<file path="src/ubf_consts.svh">
// ubf_consts.svh - offsets, field positions, reset values and counts
// assumes: included by the package and design files of the ubf block
`ifndef UBF_CONSTS_SVH
`define UBF_CONSTS_SVH

// ----------------------------------------------------------------
// register byte offsets on the bus
// ----------------------------------------------------------------
`define UBF_OFS_DIV 8'h00
`define UBF_OFS_FCR 8'h04
`define UBF_OFS_MODE 8'h08
`define UBF_OFS_CNT 8'h0C
`define UBF_OFS_TXD 8'h10
`define UBF_OFS_RXD 8'h14
`define UBF_OFS_STAT 8'h18
`define UBF_OFS_CLR 8'h1C
`define UBF_OFS_IEN 8'h20

// ----------------------------------------------------------------
// fifo_control fields
// ----------------------------------------------------------------
`define UBF_FCR_LOOP 0
`define UBF_FCR_RX_FIFO_RESET 1
`define UBF_FCR_TX_FIFO_RESET 2
`define UBF_FCR_MCE 3
`define UBF_FCR_TTRG 4
`define UBF_FCR_RTRG 6
`define UBF_FCR_RSTRG 8
`define UBF_FCR_W 11

// ----------------------------------------------------------------
// reset values
// ----------------------------------------------------------------
`define UBF_DIV_RST 8'hFF
`define UBF_FCR_RST 11'h000

// ----------------------------------------------------------------
// status bits
// ----------------------------------------------------------------
`define UBF_ST_RXFULL 0
`define UBF_ST_TXEMPTY 1
`define UBF_ST_TXDROP 2
`define UBF_ST_RXOVR 3
`define UBF_ST_W 4

// ----------------------------------------------------------------
// fifo size and counts
// ----------------------------------------------------------------
`define UBF_DEPTH 5'h10
`define UBF_SMP_LAST 4'hF
`define UBF_PRE0 6'h00
`define UBF_PRE1 6'h03
`define UBF_PRE2 6'h0F
`define UBF_PRE3 6'h3F

`endif

</file>
<file path="src/ubf_pkg.sv">
// ubf_pkg.sv - types of the ubf block
// assumes: ubf_consts.svh is on the include path
`include "ubf_consts.svh"
package ubf_pkg;
	typedef logic [4:0] ubf_cnt_t;

	typedef enum logic [1:0] {
		UBF_BUS_IDLE = 2'b01,
		UBF_BUS_ACK = 2'b10
	} ubf_bus_t;

	typedef struct packed {
		logic [15:0][7:0] mem;
		logic [3:0] wp;
		logic [3:0] rp;
		ubf_cnt_t cnt;
	} ubf_fifo_st_t;

	typedef struct packed {
		ubf_bus_t bus;
		logic [31:0] rdat;
		logic [7:0] div;
		logic [`UBF_FCR_W-1:0] fcr;
		logic [1:0] cks;
		logic [`UBF_ST_W-1:0] stat;
		logic [`UBF_ST_W-1:0] ien;
		logic [5:0] pcnt;
		logic [7:0] dcnt;
		logic half;
		logic [3:0] scnt;
		logic stick;
		logic btick;
		logic rts;
	} ubf_regs_t;
endpackage

</file>
<file path="src/ubf_fifo.sv">
// ubf_fifo.sv - 16 x 8 byte fifo with valid/ready on both sides
// assumes: flush_i is high during reset; one clock domain
`timescale 1ns/1ps
`default_nettype none
`include "ubf_consts.svh"
module ubf_fifo (
	input wire logic clk_i, // clock
	input wire logic flush_i, // empties the fifo
	input wire logic in_valid_i, // byte offered
	output logic in_ready_o, // room for a byte
	input wire logic [7:0] in_data_i, // byte in
	output logic out_valid_o, // byte available
	input wire logic out_ready_i, // byte taken
	output logic [7:0] out_data_o, // oldest byte
	output ubf_pkg::ubf_cnt_t count_o // bytes held
);
	import ubf_pkg::*;

	ubf_fifo_st_t st;
	ubf_fifo_st_t next_st;
	logic push;
	logic pop;

	assign in_ready_o = (st.cnt != `UBF_DEPTH) && !flush_i;
	assign out_valid_o = (st.cnt != 5'h00);
	assign out_data_o = st.mem[st.rp];
	assign count_o = st.cnt;
	assign push = in_valid_i && in_ready_o;
	assign pop = out_valid_o && out_ready_i;

	always_comb begin
		next_st = st;
		if (push) begin
			next_st.mem[st.wp] = in_data_i;
			next_st.wp = st.wp + 4'h1;
		end
		if (pop) begin
			next_st.rp = st.rp + 4'h1;
		end
		case ({push, pop})
			2'b10: next_st.cnt = st.cnt + 5'h01;
			2'b01: next_st.cnt = st.cnt - 5'h01;
			default: next_st.cnt = st.cnt;
		endcase
		if (flush_i) begin
			next_st.wp = 4'h0;
			next_st.rp = 4'h0;
			next_st.cnt = 5'h00;
		end
	end

	always_ff @(posedge clk_i) begin
		st <= next_st;
	end
endmodule // ubf_fifo
`default_nettype wire

</file>
<file path="src/ubf_uart_ctrl.sv">
// ubf_uart_ctrl.sv - baud generator, fifo control and register bank
// assumes: classic wishbone master; shift engines sit outside and
// use the sample and bit ticks, the fifo streams and the serial taps
//
// How it works
// - eight-bit divisor with clock select sets rate
// - divisor resets to all ones
// - rate is clock over 64*2^(2n-1)*(N+1)
// - select codes give clock, /4, /16, /64
// - divisor readable and writable at any time
// - control register read/write, resets to zero
// - control bits 15 to 11 read zero
// - rts high when rx count exceeds threshold
// - rx full flag at count >= trigger
// - tx empty flag at count <= trigger
// - modem control off: cts low, rts zero
// - tx fifo reset bit empties tx fifo
// - rx fifo reset bit empties rx fifo
// - bus reset empties both fifos
// - loopback ties tx to rx, rts to cts
// - rx fifo 16 bytes, empty read undefined
// - count register: tx high, rx low byte
//
// Chosen here: the Wishbone register port and the placing of the registers.
`timescale 1ns/1ps
`default_nettype none
`include "ubf_consts.svh"
module ubf_uart_ctrl (
	input wire logic clk_i, // 250 MHz peripheral clock
	input wire logic rst_i, // synchronous reset, active high
	input wire logic wb_cyc_i, // bus cycle
	input wire logic wb_stb_i, // bus strobe
	input wire logic wb_we_i, // write
	input wire logic [7:0] wb_adr_i, // byte address
	input wire logic [3:0] wb_sel_i, // byte lanes
	input wire logic [31:0] wb_dat_i, // write data
	output logic [31:0] wb_dat_o, // read data
	output logic wb_ack_o, // acknowledge
	output logic irq_o, // level interrupt
	output logic sample_tick_o, // 16x bit rate pulse
	output logic bit_tick_o, // bit rate pulse
	output logic tx_valid_o, // tx byte for engine
	input wire logic tx_ready_i, // engine takes tx byte
	output logic [7:0] tx_data_o, // tx byte
	input wire logic rx_valid_i, // engine offers rx byte
	output logic rx_ready_o, // rx fifo has room
	input wire logic [7:0] rx_data_i, // rx byte
	input wire logic tx_serial_i, // engine serial out
	output logic rx_serial_o, // serial into engine
	output logic cts_eff_n_o, // clear to send to engine, low active
	output logic serial_tx_pin_o, // tx pin
	input wire logic serial_rx_pin_i, // rx pin
	output logic request_to_send_out_o, // rts pin
	input wire logic clear_to_send_in_n_i // cts pin, low active
);
	import ubf_pkg::*;

	// ----------------------------------------------------------------
	// state and fifo wiring
	// ----------------------------------------------------------------
	ubf_regs_t r;
	ubf_regs_t next_r;
	ubf_cnt_t tx_cnt;
	ubf_cnt_t rx_cnt;
	logic [7:0] rx_byte;
	logic rx_avail;
	logic tx_room;
	logic req;
	logic rd_rx;
	logic wr_tx;
	logic tx_flush;
	logic rx_flush;
	logic [5:0] pre_max;
	logic pre_tick;
	logic [4:0] rts_thr;
	logic [4:0] rx_trg;
	logic [4:0] tx_trg;
	logic [`UBF_ST_W-1:0] events;
	logic [`UBF_ST_W-1:0] clr;
	logic modem_control_enable;
	logic loop;

	assign modem_control_enable = r.fcr[`UBF_FCR_MCE];
	assign loop = r.fcr[`UBF_FCR_LOOP];
	assign req = wb_cyc_i && wb_stb_i && (r.bus == UBF_BUS_IDLE);
	assign rd_rx = req && !wb_we_i && (wb_adr_i == `UBF_OFS_RXD);
	assign wr_tx = req && wb_we_i && (wb_adr_i == `UBF_OFS_TXD) && wb_sel_i[0];
	assign tx_flush = rst_i || r.fcr[`UBF_FCR_TX_FIFO_RESET];
	assign rx_flush = rst_i || r.fcr[`UBF_FCR_RX_FIFO_RESET];

	ubf_fifo u_tx_fifo (
		.clk_i(clk_i),
		.flush_i(tx_flush),
		.in_valid_i(wr_tx),
		.in_ready_o(tx_room),
		.in_data_i(wb_dat_i[7:0]),
		.out_valid_o(tx_valid_o),
		.out_ready_i(tx_ready_i),
		.out_data_o(tx_data_o),
		.count_o(tx_cnt)
	);

	// 16-deep receive store; an empty read returns a stale byte
	ubf_fifo u_rx_fifo (
		.clk_i(clk_i),
		.flush_i(rx_flush),
		.in_valid_i(rx_valid_i),
		.in_ready_o(rx_ready_o),
		.in_data_i(rx_data_i),
		.out_valid_o(rx_avail),
		.out_ready_i(rd_rx),
		.out_data_o(rx_byte),
		.count_o(rx_cnt)
	);

	// ----------------------------------------------------------------
	// trigger and threshold decode
	// ----------------------------------------------------------------
	always_comb begin
		case (r.fcr[`UBF_FCR_RSTRG +: 3])
			3'h0: rts_thr = 5'h0F;
			3'h1: rts_thr = 5'h01;
			3'h2: rts_thr = 5'h04;
			3'h3: rts_thr = 5'h06;
			3'h4: rts_thr = 5'h08;
			3'h5: rts_thr = 5'h0A;
			3'h6: rts_thr = 5'h0C;
			default: rts_thr = 5'h0E;
		endcase
		case (r.fcr[`UBF_FCR_RTRG +: 2])
			2'h0: rx_trg = 5'h01;
			2'h1: rx_trg = 5'h04;
			2'h2: rx_trg = 5'h08;
			default: rx_trg = 5'h0E;
		endcase
		case (r.fcr[`UBF_FCR_TTRG +: 2])
			2'h0: tx_trg = 5'h08;
			2'h1: tx_trg = 5'h04;
			2'h2: tx_trg = 5'h02;
			default: tx_trg = 5'h01;
		endcase
		case (r.cks)
			2'h0: pre_max = `UBF_PRE0;
			2'h1: pre_max = `UBF_PRE1;
			2'h2: pre_max = `UBF_PRE2;
			default: pre_max = `UBF_PRE3;
		endcase
	end

	assign pre_tick = (r.pcnt >= pre_max);

	// ----------------------------------------------------------------
	// events and clear strobes
	// ----------------------------------------------------------------
	always_comb begin
		events = '0;
		events[`UBF_ST_RXFULL] = (rx_cnt >= rx_trg);
		events[`UBF_ST_TXEMPTY] = (tx_cnt <= tx_trg);
		events[`UBF_ST_TXDROP] = req && wb_we_i && (wb_adr_i == `UBF_OFS_TXD) && !tx_room;
		events[`UBF_ST_RXOVR] = rx_valid_i && !rx_ready_o;
		clr = '0;
		if (req && wb_we_i && (wb_adr_i == `UBF_OFS_CLR) && wb_sel_i[0]) begin
			clr = wb_dat_i[`UBF_ST_W-1:0];
		end
	end

	// ----------------------------------------------------------------
	// next state
	// ----------------------------------------------------------------
	always_comb begin
		next_r = r;
		next_r.stick = 1'b0;
		next_r.btick = 1'b0;

		// bus: one wait state, answer in the following cycle
		case (r.bus)
			UBF_BUS_IDLE: begin
				if (req) begin
					next_r.bus = UBF_BUS_ACK;
				end
			end
			UBF_BUS_ACK: begin
				next_r.bus = UBF_BUS_IDLE;
			end
			default: begin
				next_r.bus = UBF_BUS_IDLE;
			end
		endcase

		if (req && !wb_we_i) begin
			case (wb_adr_i)
				`UBF_OFS_DIV: next_r.rdat = {24'h000000, r.div};
				`UBF_OFS_FCR: next_r.rdat = {21'h000000, r.fcr};
				`UBF_OFS_MODE: next_r.rdat = {30'h00000000, r.cks};
				`UBF_OFS_CNT: next_r.rdat = {16'h0000, 3'h0, tx_cnt, 3'h0, rx_cnt};
				`UBF_OFS_RXD: next_r.rdat = {24'h000000, rx_byte};
				`UBF_OFS_STAT: next_r.rdat = {28'h0000000, r.stat};
				`UBF_OFS_IEN: next_r.rdat = {28'h0000000, r.ien};
				default: next_r.rdat = 32'h00000000;
			endcase
		end

		if (req && wb_we_i) begin
			case (wb_adr_i)
				`UBF_OFS_DIV: begin
					if (wb_sel_i[0]) begin
						next_r.div = wb_dat_i[7:0];
					end
				end
				`UBF_OFS_FCR: begin
					if (wb_sel_i[0]) begin
						next_r.fcr[7:0] = wb_dat_i[7:0];
					end
					if (wb_sel_i[1]) begin
						next_r.fcr[10:8] = wb_dat_i[10:8];
					end
				end
				`UBF_OFS_MODE: begin
					if (wb_sel_i[0]) begin
						next_r.cks = wb_dat_i[1:0];
					end
				end
				`UBF_OFS_IEN: begin
					if (wb_sel_i[0]) begin
						next_r.ien = wb_dat_i[`UBF_ST_W-1:0];
					end
				end
				default: begin
					next_r.div = r.div;
				end
			endcase
		end

		// sticky status: a new event beats a clear in the same cycle
		next_r.stat = (r.stat & ~clr) | events;

		// baud chain: prescaler, divisor, halving, sixteen samples
		if (pre_tick) begin
			next_r.pcnt = 6'h00;
			if (r.dcnt >= r.div) begin
				next_r.dcnt = 8'h00;
				next_r.half = !r.half;
				if (r.half) begin
					next_r.stick = 1'b1;
					next_r.scnt = r.scnt + 4'h1;
					if (r.scnt == `UBF_SMP_LAST) begin
						next_r.btick = 1'b1;
					end
				end
			end else begin
				next_r.dcnt = r.dcnt + 8'h01;
			end
		end else begin
			next_r.pcnt = r.pcnt + 6'h01;
		end

		// flow control; forced low when modem control is off
		next_r.rts = modem_control_enable && (rx_cnt > rts_thr);

		if (rst_i) begin
			next_r.bus = UBF_BUS_IDLE;
			next_r.rdat = 32'h00000000;
			next_r.div = `UBF_DIV_RST;
			next_r.fcr = `UBF_FCR_RST;
			next_r.cks = 2'h0;
			next_r.stat = '0;
			next_r.ien = '0;
			next_r.pcnt = 6'h00;
			next_r.dcnt = 8'h00;
			next_r.half = 1'b0;
			next_r.scnt = 4'h0;
			next_r.stick = 1'b0;
			next_r.btick = 1'b0;
			next_r.rts = 1'b0;
		end
	end

	always_ff @(posedge clk_i) begin
		r <= next_r;
	end

	// ----------------------------------------------------------------
	// outputs
	// ----------------------------------------------------------------
	assign wb_ack_o = (r.bus == UBF_BUS_ACK);
	assign wb_dat_o = r.rdat;
	assign irq_o = |(r.stat & r.ien);
	assign sample_tick_o = r.stick;
	assign bit_tick_o = r.btick;
	assign request_to_send_out_o = r.rts;
	assign serial_tx_pin_o = loop ? 1'b1 : tx_serial_i;
	assign rx_serial_o = loop ? tx_serial_i : serial_rx_pin_i;
	assign cts_eff_n_o = modem_control_enable ? (loop ? r.rts : clear_to_send_in_n_i) : 1'b0;
endmodule // ubf_uart_ctrl
`default_nettype wire

</file>
<file path="config.mk">
export PLATFORM = sky130hd
export DESIGN_NAME = ubf_uart_ctrl
export DESIGN_NICKNAME = d
export VERILOG_FILES = /design/src/ubf_pkg.sv /design/src/ubf_fifo.sv /design/src/ubf_uart_ctrl.sv
export VERILOG_INCLUDE_DIRS = /design/src
export SDC_FILE = /design/constraint.sdc
export NUM_CORES = 1
export LEC_CHECK = 0
export CAP_MARGIN = 20
export CORE_AREA = 4 4 180 182
export DETAILED_ROUTE_END_ITERATION = 16
export DIE_AREA = 0 0 184 186
export DONT_BUFFER_PORTS = 1
export MAX_ROUTING_LAYER = met4
export SLEW_MARGIN = 20
export SYNTH_ARGS = -nofsm -noshare
export SYNTH_HDL_FRONTEND = slang
export SYNTH_SLANG_ARGS = --single-unit
</file>
<file path="constraint.sdc">
create_clock -name clk_i -period 4.1 [get_ports clk_i]
set_input_delay 0.205 -clock clk_i [delete_from_list [all_inputs] [get_ports clk_i]]
set_output_delay 0.205 -clock clk_i [all_outputs]
set_load 0.05 [all_outputs]
</file>
Word-level counts from Yosys, hierarchy flattened
Index checks and enable logic that the tools add are counted.
{ "op_classes": {"bitwise": 8, "n_eq_ne": 29, "n_reduce_logical": 49, "n_addsub": 11, "magnitude_cmp": 11, "n_mux": 25} }
{ "ops": {"columns": ["op", "n"], "rows": [
  ["128-bit bitwise mux", 2],
  ["13-bit one-hot mux with 7 select lines", 1],
  ["8-bit binary-select mux with 4-bit select", 2],
  ["8-bit demux with 4-bit select", 2],
  ["8-bit 2-to-1 mux", 5],
  ["8-bit by 5-bit == test with 1-bit output, second input constant", 4],
  ["4-bit one-hot mux with 7 select lines", 1],
  ["4-bit one-hot mux with 3 select lines", 2],
  ["4-bit by 1-bit adder with 4-bit output, second input constant", 5],
  ["1-bit logical AND", 20],
  ["4-bit by 5-bit less-than comparator with 1-bit output, second input constant", 4],
  ["5-bit one-hot mux with 2 select lines", 2],
  ["6-bit one-hot mux with 3 select lines", 1],
  ["3-bit AND reduction", 6],
  ["8-bit by 4-bit == test with 1-bit output, second input constant", 2],
  ["2-bit by 1-bit == test with 1-bit output, second input constant", 6],
  ["2-bit == test, second input constant", 6],
  ["5-bit by 1-bit adder with 5-bit output, second input constant", 2],
  ["5-bit inequality test, second input constant", 2],
  ["5-bit nonzero test", 2],
  ["5-bit by 1-bit subtractor with 5-bit output, second input constant", 2],
  ["3-bit == test, second input constant", 3],
  ["8-bit by 1-bit adder with 8-bit output, second input constant", 1],
  ["4-bit AND", 2],
  ["other kinds (28)", 48]
]} }
{ "totals": {"input_bits": 62, "word_cells": 186, "regBits": 367} }

Depth between registers and ports, before layout
{ "logic_depth": {"word_depth": 9, "ltp_mapped": 15} }

Hierarchy
From an unflattened synthesis, not the netlist that was laid out.
{ "unflattened": {"hier_cells": 1120, "area_unflattened_um2": 15436.1} }
{ "modules_own_cells": {"columns": ["mod", "area_each_um2", "seq_area_each_um2", "cells_each", "instances"], "rows": [
  ["ubf_fifo at u_rx_fifo", 5745.5, 4103.9, 319, 1],
  ["ubf_fifo at u_tx_fifo", 5744.3, 4103.9, 319, 1],
  ["ubf_uart_ctrl", 3946.3, 1321.3, 482, 1]
]} }

Least setup slack after synthesis
OpenSTA, ideal clock, no wires.
{ "synth_timing": {"path_type": "input-to-reg", "start": "in wb_adr_i[2]", "end": "reg u_rx_fifo.st (netlist bit u_rx_fifo.count_o[4])", "stages": 13, "arrival_ns": 3.008, "setup_ns": 0.070, "path_slack_ns": 1.022, "t_required_ns": 4.030, "cell_sequence": "clkbuf_1 > nor4b_2 > nand2_1 > or3_1 > inv_1 > ha_1 > inv_1 > fa_1 > nor2b_1 > o21ai_0 > and3_1 > or4_1 > a21oi_1"} }
{ "synth_between": {"elab_chain_cells": 5, "elab_cells_between_ends": 7, "classes_between": "eq/ne (3); mux (1); reduce/logical (3)"} }
{ "synth_rtl": {"columns": ["element", "line", "rtl"], "rows": [
  ["from (decl)", "ubf_uart_ctrl.sv:34", "input wire logic [7:0] wb_adr_i,"],
  ["8-bit by 5-bit == test with 1-bit output *", null, null],
  ["1-bit logical AND *", "ubf_uart_ctrl.sv:86", "assign rd_rx = req && !wb_we_i && (wb_adr_i == `UBF_OFS_RXD);"],
  ["1-bit logical AND *", "ubf_fifo.sv:29", "assign pop = out_valid_o && out_ready_i;"],
  ["named net u_rx_fifo.pop", "ubf_fifo.sv:22", "logic pop;"],
  ["2-bit by 1-bit == test with 1-bit output / 2-bit == test (equally long branches)", "ubf_fifo.sv:40", "case ({push, pop})"],
  ["5-bit one-hot mux with 2 select lines / 2-bit nonzero test (equally long branches)", null, null],
  ["to (signal assigned)", "ubf_fifo.sv:53", "st <= next_st;"],
  ["to (decl)", "ubf_fifo.sv:19", "ubf_fifo_st_t st;"]
]} }
Mark *: on every way through the listed nets, which the timed path passes. The rest lies on a longest branch.
A chain may end at the register's enable or synchronous reset.

Worst setup path in the final report
{ "layout_timing": {"start": "reg r[84] (netlist bit)", "end": "reg u_rx_fifo.st (netlist bit u_rx_fifo.count_o[4])"} }
{ "layout_between": {"elab_chain_cells": 7, "elab_cells_between_ends": 9, "classes_between": "eq/ne (3); mux (1); reduce/logical (5)"} }
{ "layout_rtl": {"columns": ["element", "line", "rtl"], "rows": [
  ["from (decl)", "ubf_uart_ctrl.sv:61", "ubf_regs_t r;"],
  ["from (signal assigned)", "ubf_uart_ctrl.sv:279", "r <= next_r;"],
  ["2-bit by 1-bit == test with 1-bit output *", "ubf_uart_ctrl.sv:85", "assign req = wb_cyc_i && wb_stb_i && (r.bus == UBF_BUS_IDLE);"],
  ["1-bit logical AND *", "ubf_uart_ctrl.sv:85", null],
  ["1-bit logical AND * (2 in a row)", "ubf_uart_ctrl.sv:86", null],
  ["1-bit logical AND *", "ubf_fifo.sv:29", null],
  ["named net u_rx_fifo.pop", "ubf_fifo.sv:22", null],
  ["2-bit by 1-bit == test with 1-bit output / 2-bit == test (equally long branches)", "ubf_fifo.sv:40", null],
  ["5-bit one-hot mux with 2 select lines / 2-bit nonzero test (equally long branches)", null, null]
]} }
Marks and branches as above.

==> flow_summary.toml <==
[timing]
finalClockSkew_ps = 15.3
slew_headroom_pct = 33.6
fin_tns_setup_ps = 0
fmax_mhz = 306
finalCriticalPeriod_ps = 3270
rsz0062_at_grt = "no"
slew_violations = 0
setup_viol = 0
hold_viol = 0
tightest_slew_ps = 993
fin_crit_sh_pct = 79.7

[worst_setup_path]
cpMostUsedCell = "inv_1"
start_kind = "flop"
cp_num_buf_inv = 2
max_stage_delay_ps = 500
critPathSlowestCell = "and4b_1"
critPathCaptureType = "flop"
cp_max_fo = 5
arrival_ps = 3710
critPathRequiredTime_ps = 4540
path_cells = "and4b_1 > nand2b_1 > or3_1 > inv_1 > ha_1 > inv_1 > fa_1 > nor2b_1 > o21ai_0 > and3_1 > or4_1 > a21oi_1"
critPathKind = "flop to flop"
critical-path-top-delay-family = "simple AND/OR/NAND/NOR gates"

[floorplan]
io_pins = 112
initial_core_util_pct = 49.5
die_h_um = 186
dieWidth_um = 184
fp-row-count = 64
coreArea_um2 = 30600
die_area_um2 = 34200

[yosys]
synth-async-reset-ratio_pct = 0
ys_seq_area_share_pct = 62.9
synthMuxAreaShare_pct = 13.2
synth_compound_area_share_pct = 5.75
yosys.area_share.simple_pct = 8.92
ys_seq_elements = 348
yosysWarnings = 0
synth_top_area_cell = "edfxtp_1"
synth_xor_area_share_pct = 1.21
yosysUniqueCellTypes = 66
ys_top_cells_by_area = "edfxtp_1 (51%), dfxtp_1 (12%), mux4_2 (11%)"
synth-adder-area-share_pct = 4.14
synth_top_family_by_area = "multiplexers"
yosys.area.top_type_share_pct = 50.7
synth.avg_cell_area_um2 = 14.4
syn_inst = 1055
syn_area_um2 = 15200
synth_edf_count = 256
dominantRegCellSynth = "edfxtp_1"

[global_routing]
grt_pass1_wl_um = 52000
antenna_found_initial = 3
grt.total_usage_pct = 20.5
grt_overflow_total = 0
grt_max_degree = 43
grt_pass1_vias = 8625

[job]
drv_cap = 0

[drt]
drc_errors = 0
viasPerCell = 5.70
routedWlPerCell_um = 22.4
num_vias = 8621
drt-initial-drc-count = 606
dr.pass1.iters = 5
final_antenna_net_count = 0
totalWireLength_um = 33900

[pwr]
switching_power_uw = 1470
swShare_pct = 20.5
comb_power_share_pct = 2.8
leakagePower_uw = 0.00554
worst_ir_drop_vdd_uv = 462
pwr-share-seq_pct = 53.0
p_int_uw = 5700
clockPowerShare_pct = 44.2
p_per_area_nw_per_um2 = 424

[clock_network]
cts_tree = "yes"
clk_latency_ps = 510
cts_buffers = 38
cts_htree_levels = 2
cts_resized = 0
cts_buffer_depth = 3
cts_sinks = 348
ctsRootBufferMaster = "clkbuf_16"
clkTransAtPathRegs_ps = 60

[finish]
seqCellArea_um2 = 9530
area_growth_pct = 11.8
multi_input_area_um2 = 5130
drive_above_1_share_pct = 15.3
finish.instance_area_um2 = 16900
fillers = 2521
stdcell_count = 1513
nets = 1196

[place]
postPlaceCellArea_um2 = 15500
place_congestion = 0.864
hpwl_um = 22300
dp_cells = 1417
io_buffers = 0

[min_path]
worstHoldPathType = "primary input to flop"

[run_status]
status = "complete, no violations"
-- repair_timing --
item	CTS	global route
buffers inserted	0	0
hold buffers	24	0
hold endpoints to repair	306	0
setup endpoints to repair	0	0
-- flip-flops by register name, indices dropped and copies added (netlist names) --
register	cells
bit_tick_o	1
loop	1
modem_control_enable	1
r	48
request_to_send_out_o	1
sample_tick_o	1
u_rx_fifo.count_o	5
u_rx_fifo.st	136
u_tx_fifo.count_o	5
u_tx_fifo.st	136
wb_dat_o	13
-- power groups by stage --
stage / clock (uW) / combinational (uW) / sequential (uW)
floorplan: 0 / 135 / 3870
global placement: 0 / 134 / 3880
detailed placement: 0 / 136 / 3880
CTS: 3250 / 205 / 3800
global route: 3400 / 223 / 3800
finish: 3170 / 205 / 3800
-- stage by stage --
stage | total power (uW) | util (%) | hold WS [ps] | worst slack [ps]
3_5_place_dp | 4010 | 50.7 | 296 | 855
3_3_place_gp | 4010 | 50.7 | 295 | 888
5_1_grt | 7420 | 55.4 | 13.5 | 526
6_report | 7180 | 55.4 | 15.3 | 832
4_1_cts | 7260 | 55.3 | 2.68 | 814
2_1_floorplan | 4010 | - | 304 | 1020
-- layer usage --
| layer | global-route usage, % | vias to the layer above | part of all wire [%] |
|---|---|---|---|
| met1 | 24.8 | 4314 | 40 |
| li1 | - | 4027 | - |
| met3 | 4.59 | 55 | 5.7 |
| met4 | 5.47 | 0 | 2.5 |
| met2 | 35.2 | 225 | 51 |
| met5 | - | - | 0 |
-- synthesized netlist by cell type, drive strengths merged, types with 5 or more instances --
| master | number |
|---|---|
| o211ai | 7 |
| a221oi | 5 |
| xnor2 | 11 |
| nor4 | 5 |
| clkbuf | 25 |
| mux2i | 36 |
| nand4 | 11 |
| buf | 55 |
| or4 | 9 |
| a21oi | 45 |
| a211oi | 7 |
| ha | 47 |
| nor3 | 14 |
| inv | 36 |
| nor2 | 97 |
| or3 | 5 |
| and2 | 8 |
| nand3 | 14 |
| nor2b | 13 |
| edfxtp | 256 |
| dfxtp | 92 |
| mux4 | 72 |
| xor2 | 10 |
| nand2b | 8 |
| o31ai | 10 |
| and3 | 8 |
| a22oi | 7 |
| o21ai | 20 |
| or2 | 5 |
| nand2 | 70 |
-- cell families after synthesis --
family	after synthesis
flip-flops	348
AO/OA/AOI/OAI	133
buffers and inverters	116
other	1
adder cells (fa/ha/maj)	49
XOR/XNOR	21
multiplexers	110
AND/OR/NAND/NOR	277
-- layout by cell type, fill, tap and decap left out, types with 11 or more instances in the layout --
master         Yosys  layout
a21oi_1           45      45
buf_4             35      27
clkbuf_16          0      39
conb_1             1      19
dfxtp_1           92      90
dlygate4sd3_1      0      23
edfxtp_1         256     256
ha_1              47      47
inv_1             35      35
mux2i_1           36      36
mux4_2            72      72
nand2_1           70      70
nand3_1           14      14
nand4_1           11      11
nor2_1            97      97
nor2b_1           13      13
nor3_1            13      11
o21ai_0           19      19
xnor2_1           11      11
-- cell type report --
class	count	area share (%)
inverter	36	0.798
sequential	348	56.3
clock inverter	17	0.621
multi-input combinational	609	30.3
tap	396	2.93
timing repair buffer	52	2.79
clock buffer	52	6.23
antenna	3	0.0443
-- worst reg2reg max path, delay by kind of cell, from the launching register on --
| family | cells | cell delay, ps |
|---|---|---|
| AOI/OAI and AO/OA | 2 | 260 |
| and+or+nand+nor | 6 | 1820 |
| adders and majority gates | 2 | 620 |
| buffers and inverters | 2 | 190 |
| DFF | 1 | 320 |
-- path summary, 6_finish.rpt --
| check | start | to | slack (ps) | cells past startpoint |
|---|---|---|---|---|
| setup / recovery | r[84]$_SDFFE_PP0N_ | u_rx_fifo.count_o[4]$_SDFFE_PP0P_ | 830 | 12 |
| hold / removal | rst_i | r[30]$_SDFFE_PP0P_ | 20 | 2 |
| setup reg to reg | r[84]$_SDFFE_PP0N_ | u_rx_fifo.count_o[4]$_SDFFE_PP0P_ | 830 | 12 |
| hold reg to reg | r[16]$_SDFF_PP0_ | r[16]$_SDFF_PP0_ | 460 | 1 |
Note: power is estimated with default switching activity, not from simulation.
